===== src/core/cie_pkg.sv =====
// Purpose: shared constants and types for the receive irq enable / transmit empty flags block
// Assumes: classic wishbone with 32-bit data, byte registers in the low lane
// Notes:   printed offsets are indices; byte address is four times the index
package cie_pkg;
   localparam int          CIE_ADDR_W       = 6;
   localparam int          CIE_NUM_TXBUF    = 3;
   // register indices and byte addresses
   localparam logic [3:0]  CIE_IDX_RIER     = 4'h5;
   localparam logic [3:0]  CIE_IDX_TFLG     = 4'h6;
   localparam logic [3:0]  CIE_IDX_STAT     = 4'h8;
   localparam logic [3:0]  CIE_IDX_MODE     = 4'h9;
   localparam logic [CIE_ADDR_W-1:0] CIE_ADR_RIER = {CIE_IDX_RIER, 2'b00};
   localparam logic [CIE_ADDR_W-1:0] CIE_ADR_TFLG = {CIE_IDX_TFLG, 2'b00};
   localparam logic [CIE_ADDR_W-1:0] CIE_ADR_STAT = {CIE_IDX_STAT, 2'b00};
   localparam logic [CIE_ADDR_W-1:0] CIE_ADR_MODE = {CIE_IDX_MODE, 2'b00};
   // receive irq enable fields
   localparam int          CIE_BIT_WAKE_EN  = 7;
   localparam int          CIE_BIT_CSC_EN   = 6;
   localparam int          CIE_POS_RXSENS   = 4;
   localparam int          CIE_POS_TXSENS   = 2;
   localparam int          CIE_BIT_OVR_EN   = 1;
   localparam int          CIE_BIT_RXF_EN   = 0;
   // status register fields (index 8): flags low, bus states high
   localparam int          CIE_BIT_SWUP     = 0;
   localparam int          CIE_BIT_SCSC     = 1;
   localparam int          CIE_BIT_SOVR     = 2;
   localparam int          CIE_POS_RXST     = 4;
   localparam int          CIE_POS_TXST     = 6;
   // mode register fields (index 9)
   localparam int          CIE_BIT_INIT_REQ = 0;
   localparam int          CIE_BIT_LISTEN   = 1;
   localparam int          CIE_BIT_INIT_ACK = 7;
   // reset values
   localparam logic [7:0]  CIE_RST_RIER     = 8'h00;
   localparam logic [2:0]  CIE_RST_TXE      = 3'h7;
   localparam logic [31:0] CIE_RD_UNMAPPED  = 32'h0000_0000;
   // error counter thresholds
   localparam logic [8:0]  CIE_CNT_WARN     = 9'h060;
   localparam logic [8:0]  CIE_CNT_ERR      = 9'h07f;
   localparam logic [8:0]  CIE_CNT_BUSOFF   = 9'h0ff;

   typedef enum logic [1:0] {
      CIE_ST_OK,
      CIE_ST_WRN,
      CIE_ST_ERR,
      CIE_ST_BOFF
   } cie_state_t;

   typedef struct packed {
      logic                  cyc;
      logic                  stb;
      logic                  we;
      logic [3:0]            sel;
      logic [CIE_ADDR_W-1:0] adr;
      logic [31:0]           dat;
   } cie_wb_req_t;

   typedef struct packed {
      logic        wakeup;
      logic        overrun;
      logic        rx_full;
      logic [2:0]  tx_done;
      logic [2:0]  abort_done;
      logic [8:0]  rx_err_cnt;
      logic [8:0]  tx_err_cnt;
   } cie_evt_t;
endpackage


===== src/core/cie_core.sv =====
// Purpose: receive irq enable and transmit empty flag registers with irq gating
// Assumes: events are one-cycle pulses synchronous to i_clk_sys; rx_full and counters are levels
// Notes:
// Notes on behaviour
// - receive irq enable bits 7:6 and 1:0 held at reset value while init request and acknowledge both set
// - receiver and transmitter sensitivity fields survive entry into init mode
// - receive irq enable always readable, writable only outside init mode
// - bit 7 gates wake-up events into the wake-up irq request
// - bit 6 gates status change into the error irq request
// - bits 5:4 pick receiver changes: none, bus-off, error/bus-off, all
// - bits 3:2 pick transmitter changes: none, bus-off, error/bus-off, all
// - bus state fields track real state, updated only while no status change pending
// - bit 1 gates receive overrun into the error irq request
// - bit 0 gates receive-full into the receiver irq request
// - transmit empty flags held at reset state in init mode
// - with init request and acknowledge both clear and not listen-only, write one clears an empty flag, zero ignored; always readable
// - empty flag set when its buffer is sent successfully
// - empty flag set when an abort of its buffer succeeds
// - transmit irq pending while any empty flag set and enabled
// - clearing an empty flag clears that buffer's abort acknowledge
// - setting an empty flag clears that buffer's abort request
// - listen-only mode refuses flag clears and starts no transmission
// - host access to a scheduled buffer is blocked
// - three empty flags in bits 2:0, one means empty and unscheduled
// - receiver state 00 to 96, 01 to 127, 10 above, 11 bus-off
// - bus state change selected by the sensitivity fields sets status change flag, fields frozen until cleared
//
// The Wishbone register port is this design's own decision.
`timescale 1ns/1ns
module cie_core #(
   parameter int NUM_TXBUF = 3
) (
   input  wire logic                i_clk_sys,
   input  wire logic                i_resetn,
   input  wire cie_pkg::cie_wb_req_t i_wb,
   output logic [31:0]              o_wb_dat,
   output logic                     o_wb_ack,
   input  wire cie_pkg::cie_evt_t   i_evt,
   input  wire logic [2:0]          i_tx_irq_en,
   input  wire logic                i_init_ack,
   output logic                     o_init_req,
   output logic                     o_listen_only,
   output logic [2:0]               o_tx_buffer_empty,
   output logic [2:0]               o_tx_start_ok,
   output logic [2:0]               o_tx_buf_blocked,
   output logic [2:0]               o_abort_req_clr,
   output logic [2:0]               o_abort_ack_clr,
   output logic                     o_wakeup_irq,
   output logic                     o_error_irq,
   output logic                     o_rx_irq,
   output logic                     o_tx_irq
);
   import cie_pkg::*;

   if (NUM_TXBUF != CIE_NUM_TXBUF) begin
      $error("cie_core: NUM_TXBUF must be 3");
   end

   logic [7:0]  rier_q;
   logic [2:0]  txe_q;
   logic        wup_flag_q;
   logic        csc_flag_q;
   logic        ovr_flag_q;
   logic        rxf_flag_q;
   logic [1:0]  rx_st_q;
   logic [1:0]  tx_st_q;
   logic [1:0]  rx_real_q;
   logic [1:0]  tx_real_q;
   logic        init_request_q;
   logic        listen_q;
   logic        ack_q;
   logic [31:0] rdat_q;
   logic [2:0]  abrq_clr_q;
   logic [2:0]  abak_clr_q;
   logic        wup_irq_q;
   logic        err_irq_q;
   logic        rx_irq_q;
   logic        tx_irq_q;
   logic [2:0]  start_q;
   logic [2:0]  blocked_q;

   function automatic logic [1:0] cie_rx_state(input logic [8:0] rec, input logic [8:0] tec);
      logic [1:0] s;
      s = 2'b00;
      if (tec > CIE_CNT_BUSOFF) s = 2'b11;
      else if (rec > CIE_CNT_ERR) s = 2'b10;
      else if (rec > CIE_CNT_WARN) s = 2'b01;
      return s;
   endfunction

   function automatic logic [1:0] cie_tx_state(input logic [8:0] tec);
      logic [1:0] s;
      s = 2'b00;
      if (tec > CIE_CNT_BUSOFF) s = 2'b11;
      else if (tec > CIE_CNT_ERR) s = 2'b10;
      else if (tec > CIE_CNT_WARN) s = 2'b01;
      return s;
   endfunction

   // does a change from old to new count under the given sensitivity
   function automatic logic cie_sens_hit(input logic [1:0] sens, input logic [1:0] o,
                                         input logic [1:0] n);
      logic h;
      h = 1'b0;
      if (o != n) begin
         unique case (sens)
            2'b00: h = 1'b0;
            2'b01: h = (o == 2'b11) || (n == 2'b11);
            2'b10: h = o[1] || n[1];
            2'b11: h = 1'b1;
         endcase
      end
      return h;
   endfunction

   // bus decode
   wire        wb_req   = i_wb.cyc && i_wb.stb && !ack_q;
   wire        wb_wr    = wb_req && i_wb.we && i_wb.sel[0];
   wire        in_init  = init_request_q && i_init_ack;
   wire        hit_rier = (i_wb.adr == CIE_ADR_RIER);
   wire        hit_tflg = (i_wb.adr == CIE_ADR_TFLG);
   wire        hit_stat = (i_wb.adr == CIE_ADR_STAT);
   wire        hit_mode = (i_wb.adr == CIE_ADR_MODE);
   wire [7:0]  wbyte    = i_wb.dat[7:0];

   wire        wr_rier  = wb_wr && hit_rier && !init_request_q && !i_init_ack;
   wire        wr_tflg  = wb_wr && hit_tflg && !init_request_q && !i_init_ack && !listen_q;
   wire        wr_stat  = wb_wr && hit_stat;
   wire        wr_mode  = wb_wr && hit_mode;

   wire [2:0]  txe_set  = i_evt.tx_done | i_evt.abort_done;
   wire [2:0]  txe_clr  = wr_tflg ? wbyte[2:0] : 3'b000;
   // set wins over a clear in the same cycle
   wire [2:0]  txe_d    = (txe_q & ~txe_clr) | txe_set;
   wire [2:0]  txe_nx   = in_init ? CIE_RST_TXE : txe_d;
   wire        listen_d = wr_mode ? wbyte[CIE_BIT_LISTEN] : listen_q;

   wire [1:0]  rx_new   = cie_rx_state(i_evt.rx_err_cnt, i_evt.tx_err_cnt);
   wire [1:0]  tx_new   = cie_tx_state(i_evt.tx_err_cnt);
   wire        csc_evt  = cie_sens_hit(rier_q[CIE_POS_RXSENS+:2], rx_real_q, rx_new)
                       || cie_sens_hit(rier_q[CIE_POS_TXSENS+:2], tx_real_q, tx_new);
   wire        csc_clr  = wr_stat && wbyte[CIE_BIT_SCSC];
   wire        csc_d    = csc_evt || (csc_flag_q && !csc_clr);

   wire [7:0]  stat_rd  = {tx_st_q, rx_st_q, 1'b0, ovr_flag_q, csc_flag_q, wup_flag_q};
   wire [7:0]  mode_rd  = {i_init_ack, 5'h00, listen_q, init_request_q};
   wire [7:0]  rd_byte  = hit_rier ? rier_q :
                          hit_tflg ? {5'h00, txe_q} :
                          hit_stat ? stat_rd :
                          hit_mode ? mode_rd : 8'h00;

   always_ff @(posedge i_clk_sys or negedge i_resetn) begin
      if (!i_resetn) begin
         ack_q  <= 1'b0;
         rdat_q <= CIE_RD_UNMAPPED;
      end else begin
         ack_q  <= wb_req;
         rdat_q <= wb_req ? {24'h000000, rd_byte} : CIE_RD_UNMAPPED;
      end
   end

   // receive irq enable register
   always_ff @(posedge i_clk_sys or negedge i_resetn) begin
      if (!i_resetn) begin
         rier_q <= CIE_RST_RIER;
      end else if (in_init) begin
         // sensitivity bits keep their value across init
         rier_q <= (CIE_RST_RIER & 8'hc3) | (rier_q & 8'h3c);
      end else if (wr_rier) begin
         rier_q <= wbyte;
      end
   end

   // transmit empty flags
   always_ff @(posedge i_clk_sys or negedge i_resetn) begin
      if (!i_resetn) begin
         txe_q      <= CIE_RST_TXE;
         abrq_clr_q <= 3'b000;
         abak_clr_q <= 3'b000;
      end else if (in_init) begin
         txe_q      <= CIE_RST_TXE;
         abrq_clr_q <= 3'b000;
         abak_clr_q <= 3'b000;
      end else begin
         txe_q      <= txe_d;
         abrq_clr_q <= ~txe_q & txe_d;
         abak_clr_q <= txe_clr & txe_q & ~txe_set;
      end
   end

   // receive-side flags and frozen bus states
   always_ff @(posedge i_clk_sys or negedge i_resetn) begin
      if (!i_resetn) begin
         wup_flag_q <= 1'b0;
         csc_flag_q <= 1'b0;
         ovr_flag_q <= 1'b0;
         rxf_flag_q <= 1'b0;
         rx_st_q    <= 2'b00;
         tx_st_q    <= 2'b00;
         rx_real_q  <= 2'b00;
         tx_real_q  <= 2'b00;
      end else begin
         wup_flag_q <= i_evt.wakeup || (wup_flag_q && !(wr_stat && wbyte[CIE_BIT_SWUP]));
         ovr_flag_q <= i_evt.overrun || (ovr_flag_q && !(wr_stat && wbyte[CIE_BIT_SOVR]));
         rxf_flag_q <= i_evt.rx_full;
         csc_flag_q <= csc_d;
         rx_real_q  <= rx_new;
         tx_real_q  <= tx_new;
         if (!csc_flag_q) begin
            rx_st_q <= rx_new;
            tx_st_q <= tx_new;
         end
      end
   end

   // mode controls
   always_ff @(posedge i_clk_sys or negedge i_resetn) begin
      if (!i_resetn) begin
         init_request_q <= 1'b0;
         listen_q <= 1'b0;
      end else if (wr_mode) begin
         init_request_q <= wbyte[CIE_BIT_INIT_REQ];
         listen_q <= wbyte[CIE_BIT_LISTEN];
      end
   end

   // built from next-state values so they never lag the flags
   always_ff @(posedge i_clk_sys or negedge i_resetn) begin
      if (!i_resetn) begin
         start_q   <= 3'b000;
         blocked_q <= 3'b000;
      end else begin
         start_q   <= listen_d ? 3'b000 : ~txe_nx;
         blocked_q <= ~txe_nx;
      end
   end

   // irq outputs, registered every cycle
   always_ff @(posedge i_clk_sys or negedge i_resetn) begin
      if (!i_resetn) begin
         wup_irq_q <= 1'b0;
         err_irq_q <= 1'b0;
         rx_irq_q  <= 1'b0;
         tx_irq_q  <= 1'b0;
      end else begin
         wup_irq_q <= wup_flag_q && rier_q[CIE_BIT_WAKE_EN];
         err_irq_q <= (csc_flag_q && rier_q[CIE_BIT_CSC_EN])
                   || (ovr_flag_q && rier_q[CIE_BIT_OVR_EN]);
         rx_irq_q  <= rxf_flag_q && rier_q[CIE_BIT_RXF_EN];
         tx_irq_q  <= |(txe_q & i_tx_irq_en);
      end
   end

   assign o_wb_dat          = rdat_q;
   assign o_wb_ack          = ack_q;
   assign o_init_req        = init_request_q;
   assign o_listen_only     = listen_q;
   assign o_tx_buffer_empty = txe_q;
   assign o_tx_start_ok     = start_q;
   assign o_tx_buf_blocked  = blocked_q;
   assign o_abort_req_clr   = abrq_clr_q;
   assign o_abort_ack_clr   = abak_clr_q;
   assign o_wakeup_irq      = wup_irq_q;
   assign o_error_irq       = err_irq_q;
   assign o_rx_irq          = rx_irq_q;
   assign o_tx_irq          = tx_irq_q;
endmodule


===== config.mk =====
export PLATFORM = sky130hd
export DESIGN_NAME = cie_core
export DESIGN_NICKNAME = d
export VERILOG_FILES = /design/src/core/cie_pkg.sv /design/src/core/cie_core.sv
export SDC_FILE = /design/constraint.sdc
export NUM_CORES = 1
export LEC_CHECK = 0
export ABC_AREA = 1
export BUFFER_PORTS_ARGS = -buffer_cell sky130_fd_sc_hd__buf_2
export CAP_MARGIN = 20
export CORE_MARGIN = 1.5
export CORE_UTILIZATION = 38
export CTS_CLUSTER_SIZE = 10
export DETAILED_ROUTE_END_ITERATION = 10
export GPL_TIMING_DRIVEN = 0
export PLACE_DENSITY = 0.73
export SLEW_MARGIN = 15
export SYNTH_ARGS = -nofsm -noshare
export SYNTH_HDL_FRONTEND = slang
export SYNTH_SLANG_ARGS = --single-unit

===== constraint.sdc =====
create_clock -name i_clk_sys -period 1.45 [get_ports i_clk_sys]
set_clock_uncertainty 0.1 [all_clocks]
set_input_delay 0 -clock i_clk_sys [delete_from_list [all_inputs] [get_ports i_clk_sys]]
set_output_delay 0 -clock i_clk_sys [all_outputs]
set_load 0.01 [all_outputs]

* Yosys cells after proc, flatten, opt, wreduce, memory -nomap -nowiden
Cells that the tools add are included.
** Storage, ports and cells
- Input bits :: 78
- Register bits :: 50
- Logic and storage cells :: 124
- Output and inout bits :: 54
** Cells by class
- Bitwise logic cells :: 12
- Order comparisons :: 5
- Muxes and demuxes :: 23
- Reductions and logical operators :: 45
- Equal/unequal tests :: 16
** Operators with widths (number)
- $mux 8 :: 7
- $gt 9x7->1 const B :: 4
- $logic_and 1x1->1 :: 24
- $eq 2x2->1 const B :: 8
- $and 3x3->3 :: 5
- $mux 3 :: 5
- $eq 6x5->1 const B :: 2
- $eq 6x6->1 const B :: 2
- $not 3->3 :: 4
- $gt 9x8->1 const B :: 1
- $logic_or 1x1->1 :: 9
- $mux 2 :: 4
- $pmux 1 s4 :: 2
- $logic_not 1->1 :: 7
- $or 3x3->3 :: 2
- $mux 1 :: 5
- $eq 2x1->1 const B :: 2
- $logic_not 2->1 :: 2
- $ne 2x2->1 :: 2
- $reduce_or 3->1 :: 1
- $reduce_and 2->1 :: 1
- $reduce_bool 2->1 :: 1
- $not 1->1 :: 1

* Longest topological paths before layout
Gate-level depths: netlist of run 1.
- Depth after elaboration :: 15
- Depth in mapped cells :: 9
- Gate-level depth less buffers :: 9

* Least setup slack after synthesis of run 1
OpenSTA, ideal clock, no wires.
- Path kind :: reg-to-reg
- Start point :: reg init_request_q, in the netlist o_init_req
- End point :: reg rier_q[1]
- Setup time :: 0.122 ns
- Data required time :: 1.228 ns
- Path buffers :: 0
- Stages on the path, launching flop included :: 8
- Arrival :: 1.278 ns
- Setup slack :: -0.050 ns
- Clock period less this slack :: 1.500 ns
- Path through :: dfrtp_1 -> or2_4 -> nor3_4 -> nand2_2 -> inv_2 -> nor2_2 -> nand2_1 -> o21ai_1
** Between the ends
- Cells in the longest elaborated chain, start to end :: 4
- Elaborated cells between the ends (all ways) :: 6
- Classes of those cells :: 1 x mux; 5 x reduce/logical
** Ends and longest elaborated chain
- start, declared :: line cie_core.sv:69 : logic init_request_q;
- start signal, assigned :: line cie_core.sv:222 : init_request_q <= wbyte[CIE_BIT_INIT_REQ];
- $logic_not 1->1 :: line cie_core.sv:126 : wire wr_rier = wb_wr && hit_rier && !init_request_q && !i_init_ack;
- $logic_and 1x1->1 (2 in series) :: line cie_core.sv:126
- $reduce_bool 2->1 (no source line)
- end signal, assigned :: line cie_core.sv:168 : rier_q <= (CIE_RST_RIER & 8'hc3) | (rier_q & 8'h3c);
- end signal, assigned :: line cie_core.sv:170 : rier_q <= wbyte;
- end, declared :: line cie_core.sv:59 : logic [7:0] rier_q;
Parallel ways exist; a longest one is shown, timed or not.
A chain may end at the register's enable or synchronous reset.

* Final worst setup path of run 1
- Start point :: reg ack_q, in the netlist o_wb_ack
- End point :: reg start_q[2], in the netlist o_tx_start_ok[2]
** Between the ends
- Cells in the longest elaborated chain, start to end :: 15
- Elaborated cells between the ends (all ways) :: 17
- Classes of those cells :: 4 x mux; 4 x bitwise; 9 x reduce/logical
** Ends and longest elaborated chain
- start, declared :: line cie_core.sv:71 : logic ack_q;
- start signal, assigned :: line cie_core.sv:157 : ack_q <= wb_req;
- $logic_not 1->1 :: line cie_core.sv:117 : wire wb_req = i_wb.cyc && i_wb.stb && !ack_q;
- $logic_and 1x1->1 :: line cie_core.sv:117
- $logic_and 1x1->1 (2 in series) :: line cie_core.sv:118 : wire wb_wr = wb_req && i_wb.we && i_wb.sel[0];
- $logic_and 1x1->1 (4 in series) :: line cie_core.sv:127 : wire wr_tflg = wb_wr && hit_tflg && !init_request_q && !i_init_ack && !listen_q;
- $mux 3 :: line cie_core.sv:132 : wire [2:0] txe_clr = wr_tflg ? wbyte[2:0] : 3'b000;
- $not 3->3 :: line cie_core.sv:134 : wire [2:0] txe_d = (txe_q & ~txe_clr) | txe_set;
- $and 3x3->3 :: line cie_core.sv:134
- $or 3x3->3 :: line cie_core.sv:134
- $mux 3 :: line cie_core.sv:135 : wire [2:0] txe_nx = in_init ? CIE_RST_TXE : txe_d;
- net txe_nx[2] :: line cie_core.sv:135
- $not 3->3 :: line cie_core.sv:233 : start_q <= listen_d ? 3'b000 : ~txe_nx;
- $mux 3 :: line cie_core.sv:233
- end signal, assigned :: line cie_core.sv:233
- end, declared :: line cie_core.sv:79 : logic [2:0] start_q;
The timed path passes the listed nets, and every way through them passes these cells.

==> flow_summary_export.csv, run 1 <==
group,metric,value,unit
cells_and_area,drive_gt1_share,33.4,%
detailed_routing,routedWlPerCell,12.8,um
synthesis,synth_seq_cells,50,
synthesis,ys_seq_area_share,54.2,%
cells_and_area,areaGrowthSynthToFinish,51.4,%
die,die_area,6570,um^2
global_routing,grt_pass1_wl,9730,um
synthesis,synth_warnings,0,
detailed_routing,drc,0,
sta,rsz0062_at_grt,"yes",
clocking,cts.sinks,50,
setup_path,endpoint_kind,"flop",
power,clock_power_share,30.4,%
synthesis,synth_cell_types,26,
synthesis,postSynthCellCount,271,
cells_and_area,n_antenna_cell,0,
sta,worst_pin_slew,0.613,ns
synthesis,synthXorXnorAreaFrac,0,%
global_routing,grt_antenna_before_repair,0,
worst_hold_path,hp-class,"input port to flop",
clocking,cts_tree,"yes",
cells_and_area,layout.cells.non_filler,503,
placed_design,detailed_place_hpwl,3960,um
synthesis,syn_area,2320,um^2
die,die-width,81.1,um
worst_hold_path,holdPathEnd,"rx_st_q[1]",
setup_path,cp.required,1.60,ns
cells_and_area,final_common_cell,"buf_2",
synthesis,ys_async_sr_fraction,100,%
die,core_region_area,5890,um^2
run_status,status,"complete, but fails checks",
detailed_routing,drtIter0Drc,223,
synthesis,synth_edf_count,0,
setup_path,critPathLaunchType,"flop",
synthesis,ys.flop_type,"dfrtp_1",
sta,post-route-period-util,100,%
global_routing,grt_overflow,0,
placed_design,port_buffers,80,
power,p_sw_share,25.9,%
detailed_routing,num_vias,2353,
die,die_h,81.1,um
detailed_routing,drt-total-wl,6430,um
setup_path,r2r-start,"o_wb_ack",
global_routing,grt_pass1_vias,2168,
worst_hold_path,min_from,"i_evt[17]",
placed_design,gp_congestion,0.806,
synthesis,syn_area_per_cell,8.55,um^2
detailed_routing,m1WireLength,2450,um
cells_and_area,num-nets-final,507,
synthesis,yosys.area_share.simple,23.0,%
synthesis,synth_compound_area_share,7.35,%
sta,fmax,0.689,GHz
die,initial_utilization,39.3,%
power,intPower,1.98,mW
detailed_routing,wl_met2,3170,um
clocking,htree_levels,2,
power,p_switching,0.691,mW
sta,finalWorstSetupSlack,-0.00157,ns
placed_design,dp.cells,449,
clocking,clkLatencyLatePin,0.30,ns
sta,fin_crit,1.45,ns
clocking,numCtsBuffers,5,
power,power_leakage,2.04,nW
die,io_pins,132,
power,ir_drop,473,uV
setup_path,ff2ff_setup_slack,-0.002,ns
setup_path,worstPathArrival,1.60,ns
worst_hold_path,hold_depth,5,
sta,whs,0.00512,ns
power,powerDensity,762,nW/um^2
detailed_routing,ant_nets,0,
synthesis,synthMuxAreaShare,0,%
cells_and_area,final_cell_area,3510,um^2
sta,finalHoldViolCount,0,
power,power_frac_comb,15.4,%
clocking,clk_path_buf_depth,2,
synthesis,yosys.area_share.adder,1.08,%
detailed_routing,viasPerCell,4.68,
detailed_routing,dr.pass1.iters,6,
setup_path,rr_endpoint,"o_tx_start_ok[2]",
global_routing,grt_max_degree,51,
setup_path,ff2ff_path_depth,7,
cells_and_area,final_cell_mix,"buf_2 (79), nand2_1 (62), dfrtp_1 (47)",
detailed_routing,dr_wl_met3,492,um
setup_path,crit_type,"flop to flop",
detailed_routing,top_layer,"met4",
clocking,root_buffer,"clkbuf_8",
clocking,path_clk_slew,0.09,ns
setup_path,crit_fanout,6,
die,std_cell_rows,28,
sta,drv_slew,0,
power,total_power,2.67,mW
run_status,violations,"negative setup slack",
synthesis,synth_top_family_by_area,"simple AND/OR/NAND/NOR gates",
placed_design,placed_area,2910,um^2
power,seq_power_share,54.2,%
run,cap_violations,0,
global_routing,grt_use_total,19.8,%
sta,max_slew_margin,59.2,%
sta,setup_viol,2,
==> layout make-up <==
class | instances | area, um^2
Fill cell | 493 | 2380
Sequential cell | 50 | 1250
Multi-Input combinational cell | 180 | 882
Timing Repair Buffer | 126 | 852
Buffer | 24 | 180
Inverter | 40 | 153
Tap cell | 75 | 93.8
Clock buffer | 5 | 68.8
Clock inverter | 3 | 21.3
==> cell usage after synthesis (all sizes together) (2+ instances only) <==
library cell / number / share of area [%]
o21ai: 13 / 3.0
a21oi: 12 / 2.6
dfrtp: 47 / 51
ha: 2 / 1.1
a31oi: 3 / 0.81
nand3: 10 / 2.2
nand4: 3 / 0.81
inv: 40 / 6.5
nand2: 70 / 11
nor3: 6 / 1.8
dfstp: 3 / 3.4
nand3b: 2 / 0.81
o211ai: 2 / 0.65
buf: 24 / 7.8
nor2: 31 / 5.6
==> critical path, stage by stage (launching register included) <==
cell and delay, ns:
dfrtp_1 0.38, nand3b_4 0.20, nor3_4 0.23, buf_6 0.15, nand3_2 0.09, nand2_2 0.10
nand2_2 0.07, nor2_1 0.08
==> state kept, by name, indices dropped and copies added, names as in the netlist <==
name,cells
o_abort_ack_clr,3
o_wb_ack,1
csc_flag_q,1
tx_real_q,2
o_rx_irq,1
wup_flag_q,1
o_wakeup_irq,1
o_tx_start_ok,3
o_tx_irq,1
rx_st_q,2
rier_q,8
o_abort_req_clr,3
o_tx_buf_blocked,3
o_error_irq,1
o_init_req,1
rx_real_q,2
tx_st_q,2
o_tx_buffer_empty,3
o_listen_only,1
o_wb_dat,8
rxf_flag_q,1
ovr_flag_q,1
==> worst max path at each step <==
stage,slack [ns],startpoint,end,depth (start not counted)
2_1_floorplan,0.02,o_init_req,rier_q[1],7
3_3_place_gp,-0.1,o_wb_ack,rier_q[0],7
3_5_place_dp,-0.14,o_init_req,rier_q[7],7
4_1_cts,-0.009,o_init_req,o_tx_start_ok[2],7
5_1_grt,-0.09,o_wb_ack,o_tx_start_ok[2],7
6_report,-0.002,o_wb_ack,o_tx_start_ok[2],7
==> per-layer routing <==
metal | up-vias | track usage [%]
met2 | 136 | 33.9
met3 | 32 | 4.16
met5 | - | 0
met4 | 0 | 12.6
li1 | 1103 | -
met1 | 1082 | 22.4
==> logic make-up after synthesis <==
| logic type | after synthesis |
|---|---|
| DFF | 50 |
| AOI/OAI and AO/OA | 31 |
| other | 1 |
| adders and majority gates | 2 |
| and+or+nand+nor | 123 |
| buffers and inverters | 64 |
==> power by group through the flow <==
stage | logic, mW | registers [mW] | clock network (mW)
after floorplan | 0.172 | 1.47 | 0
after global placement | 0.294 | 1.47 | 0
after detailed placement | 0.302 | 1.47 | 0
after CTS | 0.388 | 1.45 | 0.824
after global routing | 0.454 | 1.45 | 0.886
final | 0.411 | 1.45 | 0.813
==> through the flow <==
step / TNS, ns / util [%] / setup slack (ns)
final: -0.00303 / 59.6 / -0.00157
after global routing: -0.969 / 59.6 / -0.0852
after CTS: -0.0294 / 58.5 / -0.00926
after detailed placement: -0.605 / 49.4 / -0.136
after global placement: -0.402 / 49.4 / -0.0982
after floorplan: 0 / - / 0.0202
==> timing repair <==
action	4_1_cts	5_1_grt
setup buffers	4	2
hold endpoints to repair	89	6
pin swaps	1	4
gates resized for setup	6	13
endpoints found under the setup margin	9	23
hold buffers	40	2
Note: power is estimated with default switching activity, not from simulation.
==> run 2, diff against run 1 <==
--- a/config.mk
+++ b/config.mk
@@ -9,11 +9,11 @@
 export BUFFER_PORTS_ARGS = -buffer_cell sky130_fd_sc_hd__buf_2
 export CAP_MARGIN = 20
 export CORE_MARGIN = 1.5
-export CORE_UTILIZATION = 38
+export CORE_UTILIZATION = 47
 export CTS_CLUSTER_SIZE = 10
 export DETAILED_ROUTE_END_ITERATION = 10
 export GPL_TIMING_DRIVEN = 0
-export PLACE_DENSITY = 0.73
+export PLACE_DENSITY = 0.85
 export SLEW_MARGIN = 15
 export SYNTH_ARGS = -nofsm -noshare
 export SYNTH_HDL_FRONTEND = slang
==> constraint.sdc (replaced) <==
create_clock -name i_clk_sys -period 1.8 [get_ports i_clk_sys]
set_clock_uncertainty 0.1 [all_clocks]
set_input_delay 0 -clock i_clk_sys [delete_from_list [all_inputs] [get_ports i_clk_sys]]
set_output_delay 0 -clock i_clk_sys [all_outputs]
set_load 0.01 [all_outputs]
==> flow_summary_export.csv, run 2 (synthesis gave the netlist of run 1 again) <==
group,metric,value,unit
run_status,status,"finished clean",
detailed_routing,routedWlPerCell,12.1,um
cells_and_area,num-nets-final,494,
detailed_routing,ant_nets,0,
die,initial_utilization,49.0,%
detailed_routing,drtIter0Drc,311,
power,powerDensity,640,nW/um^2
cells_and_area,n_antenna_cell,0,
power,ir_drop,388,uV
placed_design,gp_congestion,0.823,
clocking,cts_tree,"yes",
die,die_area,5360,um^2
die,core_region_area,4720,um^2
sta,finalHoldViolCount,0,
detailed_routing,drt-total-wl,5840,um
global_routing,grt_max_degree,51,
worst_hold_path,hp-class,"input port to flop",
clocking,htree_levels,2,
die,std_cell_rows,25,
detailed_routing,dr.pass1.iters,4,
sta,tns,0,ns
die,io_pins,132,
cells_and_area,final_common_cell,"buf_2",
detailed_routing,num_vias,2205,
sta,fin_crit,1.68,ns
cells_and_area,final_util,70.3,%
global_routing,grt_pass1_vias,2091,
die,die_h,73.2,um
setup_path,cp.required,1.88,ns
clocking,root_buffer,"clkbuf_8",
cells_and_area,drive_gt1_share,30.1,%
global_routing,grt_use_total,23.0,%
sta,post-route-period-util,93.6,%
sta,fmax,0.594,GHz
die,die-width,73.2,um
clocking,cts.sinks,50,
sta,worst_pin_slew,0.604,ns
sta,drv_slew,0,
global_routing,grt_antenna_before_repair,0,
setup_path,startpoint,"i_evt[0]",
cells_and_area,final_cell_mix,"buf_2 (79), nand2_1 (68), dfrtp_1 (47)",
placed_design,detailed_place_hpwl,3830,um
setup_path,worstPathArrival,1.76,ns
power,power_leakage,1.97,nW
sta,whs,0.00215,ns
clocking,numCtsBuffers,5,
global_routing,grt_overflow,0,
clocking,clkLatencyLatePin,0.30,ns
worst_hold_path,min_from,"i_evt[10]",
setup_path,crit_fanout,3,
cells_and_area,areaGrowthSynthToFinish,43.3,%
detailed_routing,drc,0,
setup_path,r2r-start,"o_wb_ack",
power,total_power,2.12,mW
setup_path,crit_type,"input port to flop",
setup_path,critPathLaunchType,"input port",
run,cap_violations,0,
sta,rsz0062_at_grt,"no",
sta,setup_viol,0,
clocking,clk_path_buf_depth,2,
sta,max_slew_margin,59.7,%
placed_design,port_buffers,80,
global_routing,grt_pass1_wl,9210,um
detailed_routing,viasPerCell,4.57,
setup_path,endpoint_kind,"flop",
clocking,path_clk_slew,0.08,ns
## run 2: final cells by class
| class | instances | area [um^2] |
|---|---|---|
| buffer | 24 | 180 |
| clock buffer | 7 | 86.3 |
| clock inverter | 1 | 5.00 |
| fill | 346 | 1400 |
| inverter | 40 | 150 |
| multi-input combinational | 180 | 828 |
| sequential | 50 | 1250 |
| tap | 67 | 83.8 |
| timing repair buffer | 113 | 731 |
## run 2: per-layer routing
| metal | routed length [um] | track usage (%) |
|---|---|---|
| met2 | 2980 | 39.9 |
| met1 | 2250 | 27.8 |
| met4 | 210 | 9.43 |
| met3 | 395 | 4.83 |
| met5 | 0 | 0 |
## run 2: power by group
| part | internal (mW) | total (mW) | switching (mW) |
|---|---|---|---|
| Clock | 0.310 | 0.654 | 0.344 |
| Combinational | 0.156 | 0.303 | 0.147 |
| Sequential | 1.15 | 1.17 | 0.0164 |
## run 2: timing repair
item | 4_1_cts | 5_1_grt
gates resized for setup | 0 | 2
hold buffers | 29 | 3
buffers inserted | 0 | 1
setup endpoints to repair | 0 | 6
hold endpoints to repair | 80 | 5
## run 2: critical path: stages
cell and delay (ns):
dlygate4sd3_1 0.53, buf_2 0.11, nand3b_1 0.13, dlygate4sd3_1 0.57
nand2_2 0.08, nand2_1 0.07, nand2_1 0.08, nand3_1 0.06
nand2_1 0.07, nand3_1 0.06
## run 2: path summary, 6_finish.rpt
check	endpoint	slack, ns	cells past startpoint
worst min-delay path	rx_real_q[0]	0.002	5
worst min register to register	o_rx_irq	0.34	2
min in group asynchronous	o_tx_irq	0.15	2
worst max register to register	o_wb_dat[3]	0.18	3
worst max-delay path	csc_flag_q	0.12	10
max in group asynchronous	o_wb_dat[5]	1.03	2
## run 2: metrics by stage
| step | worst slack (ns) | cell area [um^2] | std cells |
|---|---|---|---|
| final | 0.115 | 3320 | 482 |
| after global routing | 0.00548 | 3320 | 482 |
| after CTS | 0.120 | 3270 | 478 |
| after detailed placement | 0.132 | 2890 | 441 |
| after global placement | 0.165 | 2890 | 441 |
| after floorplan | 0.300 | 2400 | 294 |
==> run 3, diff against run 2 <==
--- a/config.mk
+++ b/config.mk
@@ -12,8 +12,7 @@
 export CORE_UTILIZATION = 47
 export CTS_CLUSTER_SIZE = 10
 export DETAILED_ROUTE_END_ITERATION = 10
-export GPL_TIMING_DRIVEN = 0
-export PLACE_DENSITY = 0.85
+export PLACE_DENSITY_LB_ADDON = 0.15
 export SLEW_MARGIN = 15
 export SYNTH_ARGS = -nofsm -noshare
 export SYNTH_HDL_FRONTEND = slang
==> flow_summary_export.csv, run 3 (synthesis gave the netlist of run 1 again) <==
group,metric,value,unit
placed_design,gp_congestion,0.855,
sta,tns,0,ns
clocking,root_buffer,"clkbuf_8",
cells_and_area,final_common_cell,"buf_2",
cells_and_area,multi_input_area,830,um^2
die,die-width,73.2,um
sta,whs,-0.0160,ns
clocking,clkLatencyLatePin,0.30,ns
sta,worst_pin_slew,0.546,ns
detailed_routing,drc,0,
sta,fmax,0.629,GHz
placed_design,detailed_place_hpwl,3800,um
sta,rsz0062_at_grt,"no",
setup_path,cp.required,1.88,ns
global_routing,grt_pass1_vias,1909,
sta,fin_crit,1.59,ns
placed_design,port_buffers,80,
setup_path,crit_path_cell_trace,"or2_4 > nor3_4 > nand2_2 > inv_2 > nor2_2 > nand2_1 > o21ai_1",
cells_and_area,num-nets-final,473,
setup_path,critPathBufInv,1,
run,cap_violations,0,
run_status,status,"complete, but fails checks",
worst_hold_path,hp-class,"input port to flop",
cells_and_area,drive_gt1_share,27.4,%
die,die_area,5360,um^2
setup_path,endpoint_kind,"flop",
setup_path,critPathLaunchType,"flop",
power,total_power,2.08,mW
detailed_routing,ant_nets,0,
die,std_cell_rows,25,
detailed_routing,drtIter0Drc,120,
clocking,cts.sinks,50,
detailed_routing,routedWlPerCell,12.0,um
detailed_routing,num_vias,2088,
setup_path,slowest_stage,"dfrtp_1",
sta,max_slew_margin,63.6,%
clocking,cts_tree,"yes",
cells_and_area,areaGrowthSynthToFinish,36.4,%
global_routing,grt_overflow,0,
setup_path,crit_family,"simple AND/OR/NAND/NOR gates",
setup_path,max_stage_delay,0.44,ns
power,powerDensity,660,nW/um^2
cells_and_area,ff_latch_area,1250,um^2
sta,drv_slew,0,
die,initial_utilization,49.0,%
global_routing,grt_pass1_wl,8630,um
setup_path,crit_fanout,8,
sta,post-route-period-util,88.3,%
power,power_leakage,1.84,nW
global_routing,grt_use_total,21.5,%
global_routing,grt_antenna_before_repair,0,
placed_design,dp.cells,421,
die,core_region_area,4720,um^2
run_status,violations,"negative hold slack",
setup_path,worstPathArrival,1.67,ns
cells_and_area,layout.cells.non_filler,461,
detailed_routing,drt-total-wl,5550,um
clocking,htree_levels,2,
cells_and_area,final_cell_mix,"buf_2 (80), nand2_1 (67), dfrtp_1 (47)",
sta,finalHoldViolCount,4,
sta,setup_viol,0,
detailed_routing,viasPerCell,4.53,
power,ir_drop,452,uV
clocking,numCtsBuffers,5,
detailed_routing,dr.pass1.iters,4,
cells_and_area,nFillCells,398,
global_routing,grt_max_degree,26,
clocking,path_clk_slew,0.09,ns
die,io_pins,132,
setup_path,crit_type,"flop to flop",
cells_and_area,n_antenna_cell,0,
clocking,clk_path_buf_depth,2,
die,die_h,73.2,um
-- run 3: repair_timing --
action | CTS | global route
setup buffers | 0 | 1
endpoints found under the setup margin | 0 | 1
gates resized for setup | 0 | 4
endpoints found under the hold margin | 59 | 0
hold buffers | 35 | 0
-- run 3: tightest hold or removal path, cell delays in order --
cell and delay, ns:
buf_2 0.09, nand2_1 0.05, nor2_1 0.04, nand2_2 0.08, a31oi_1 0.07
-- run 3: area by class of cell --
cell class | count | area share [%]
flip-flops and latches | 50 | 39.7
multi-input cells | 180 | 26.3
repair buffers | 116 | 23.7
inverters | 40 | 4.75
clock buffers | 7 | 2.73
well taps | 67 | 2.65
clock inverters | 1 | 0.158
-- run 3: worst paths after layout --
path	to	startpoint	slack, ns	cells after the start
max	rier_q[0]	o_init_req	0.21	7
max reg2reg	rier_q[0]	o_init_req	0.21	7
min in group asynchronous	tx_real_q[1]	i_resetn	0.12	2
max in group asynchronous	o_tx_buffer_empty[2]	i_resetn	0.80	3
min reg2reg	o_rx_irq	rxf_flag_q	0.34	2
min	tx_st_q[0]	i_evt[5]	-0.02	5
-- run 3: power by group --
part           internal (mW)  leakage [nW]  switching, mW
Clock                  0.310        0.0482          0.343
Sequential              1.15         0.628         0.0156
Combinational          0.124          1.17          0.141
Total                   1.58          1.84          0.500
-- run 3: layer usage --
metal	up-vias	wire length [um]	GRT usage [%]
met5	-	0	0
met4	0	97	6.29
met3	12	350	5.39
met2	89	2800	33.9
met1	949	2310	29.3
li1	1038	-	-
-- run 3: stage by stage --
stage | setup slack, ns | instance area (um^2) | util [%]
after floorplan | 0.300 | 2400 | -
after global placement | 0.245 | 2740 | 57.9
after detailed placement | 0.228 | 2740 | 57.9
after CTS | 0.0806 | 3180 | 67.3
after global routing | 0.0888 | 3160 | 66.9
final | 0.210 | 3160 | 66.9
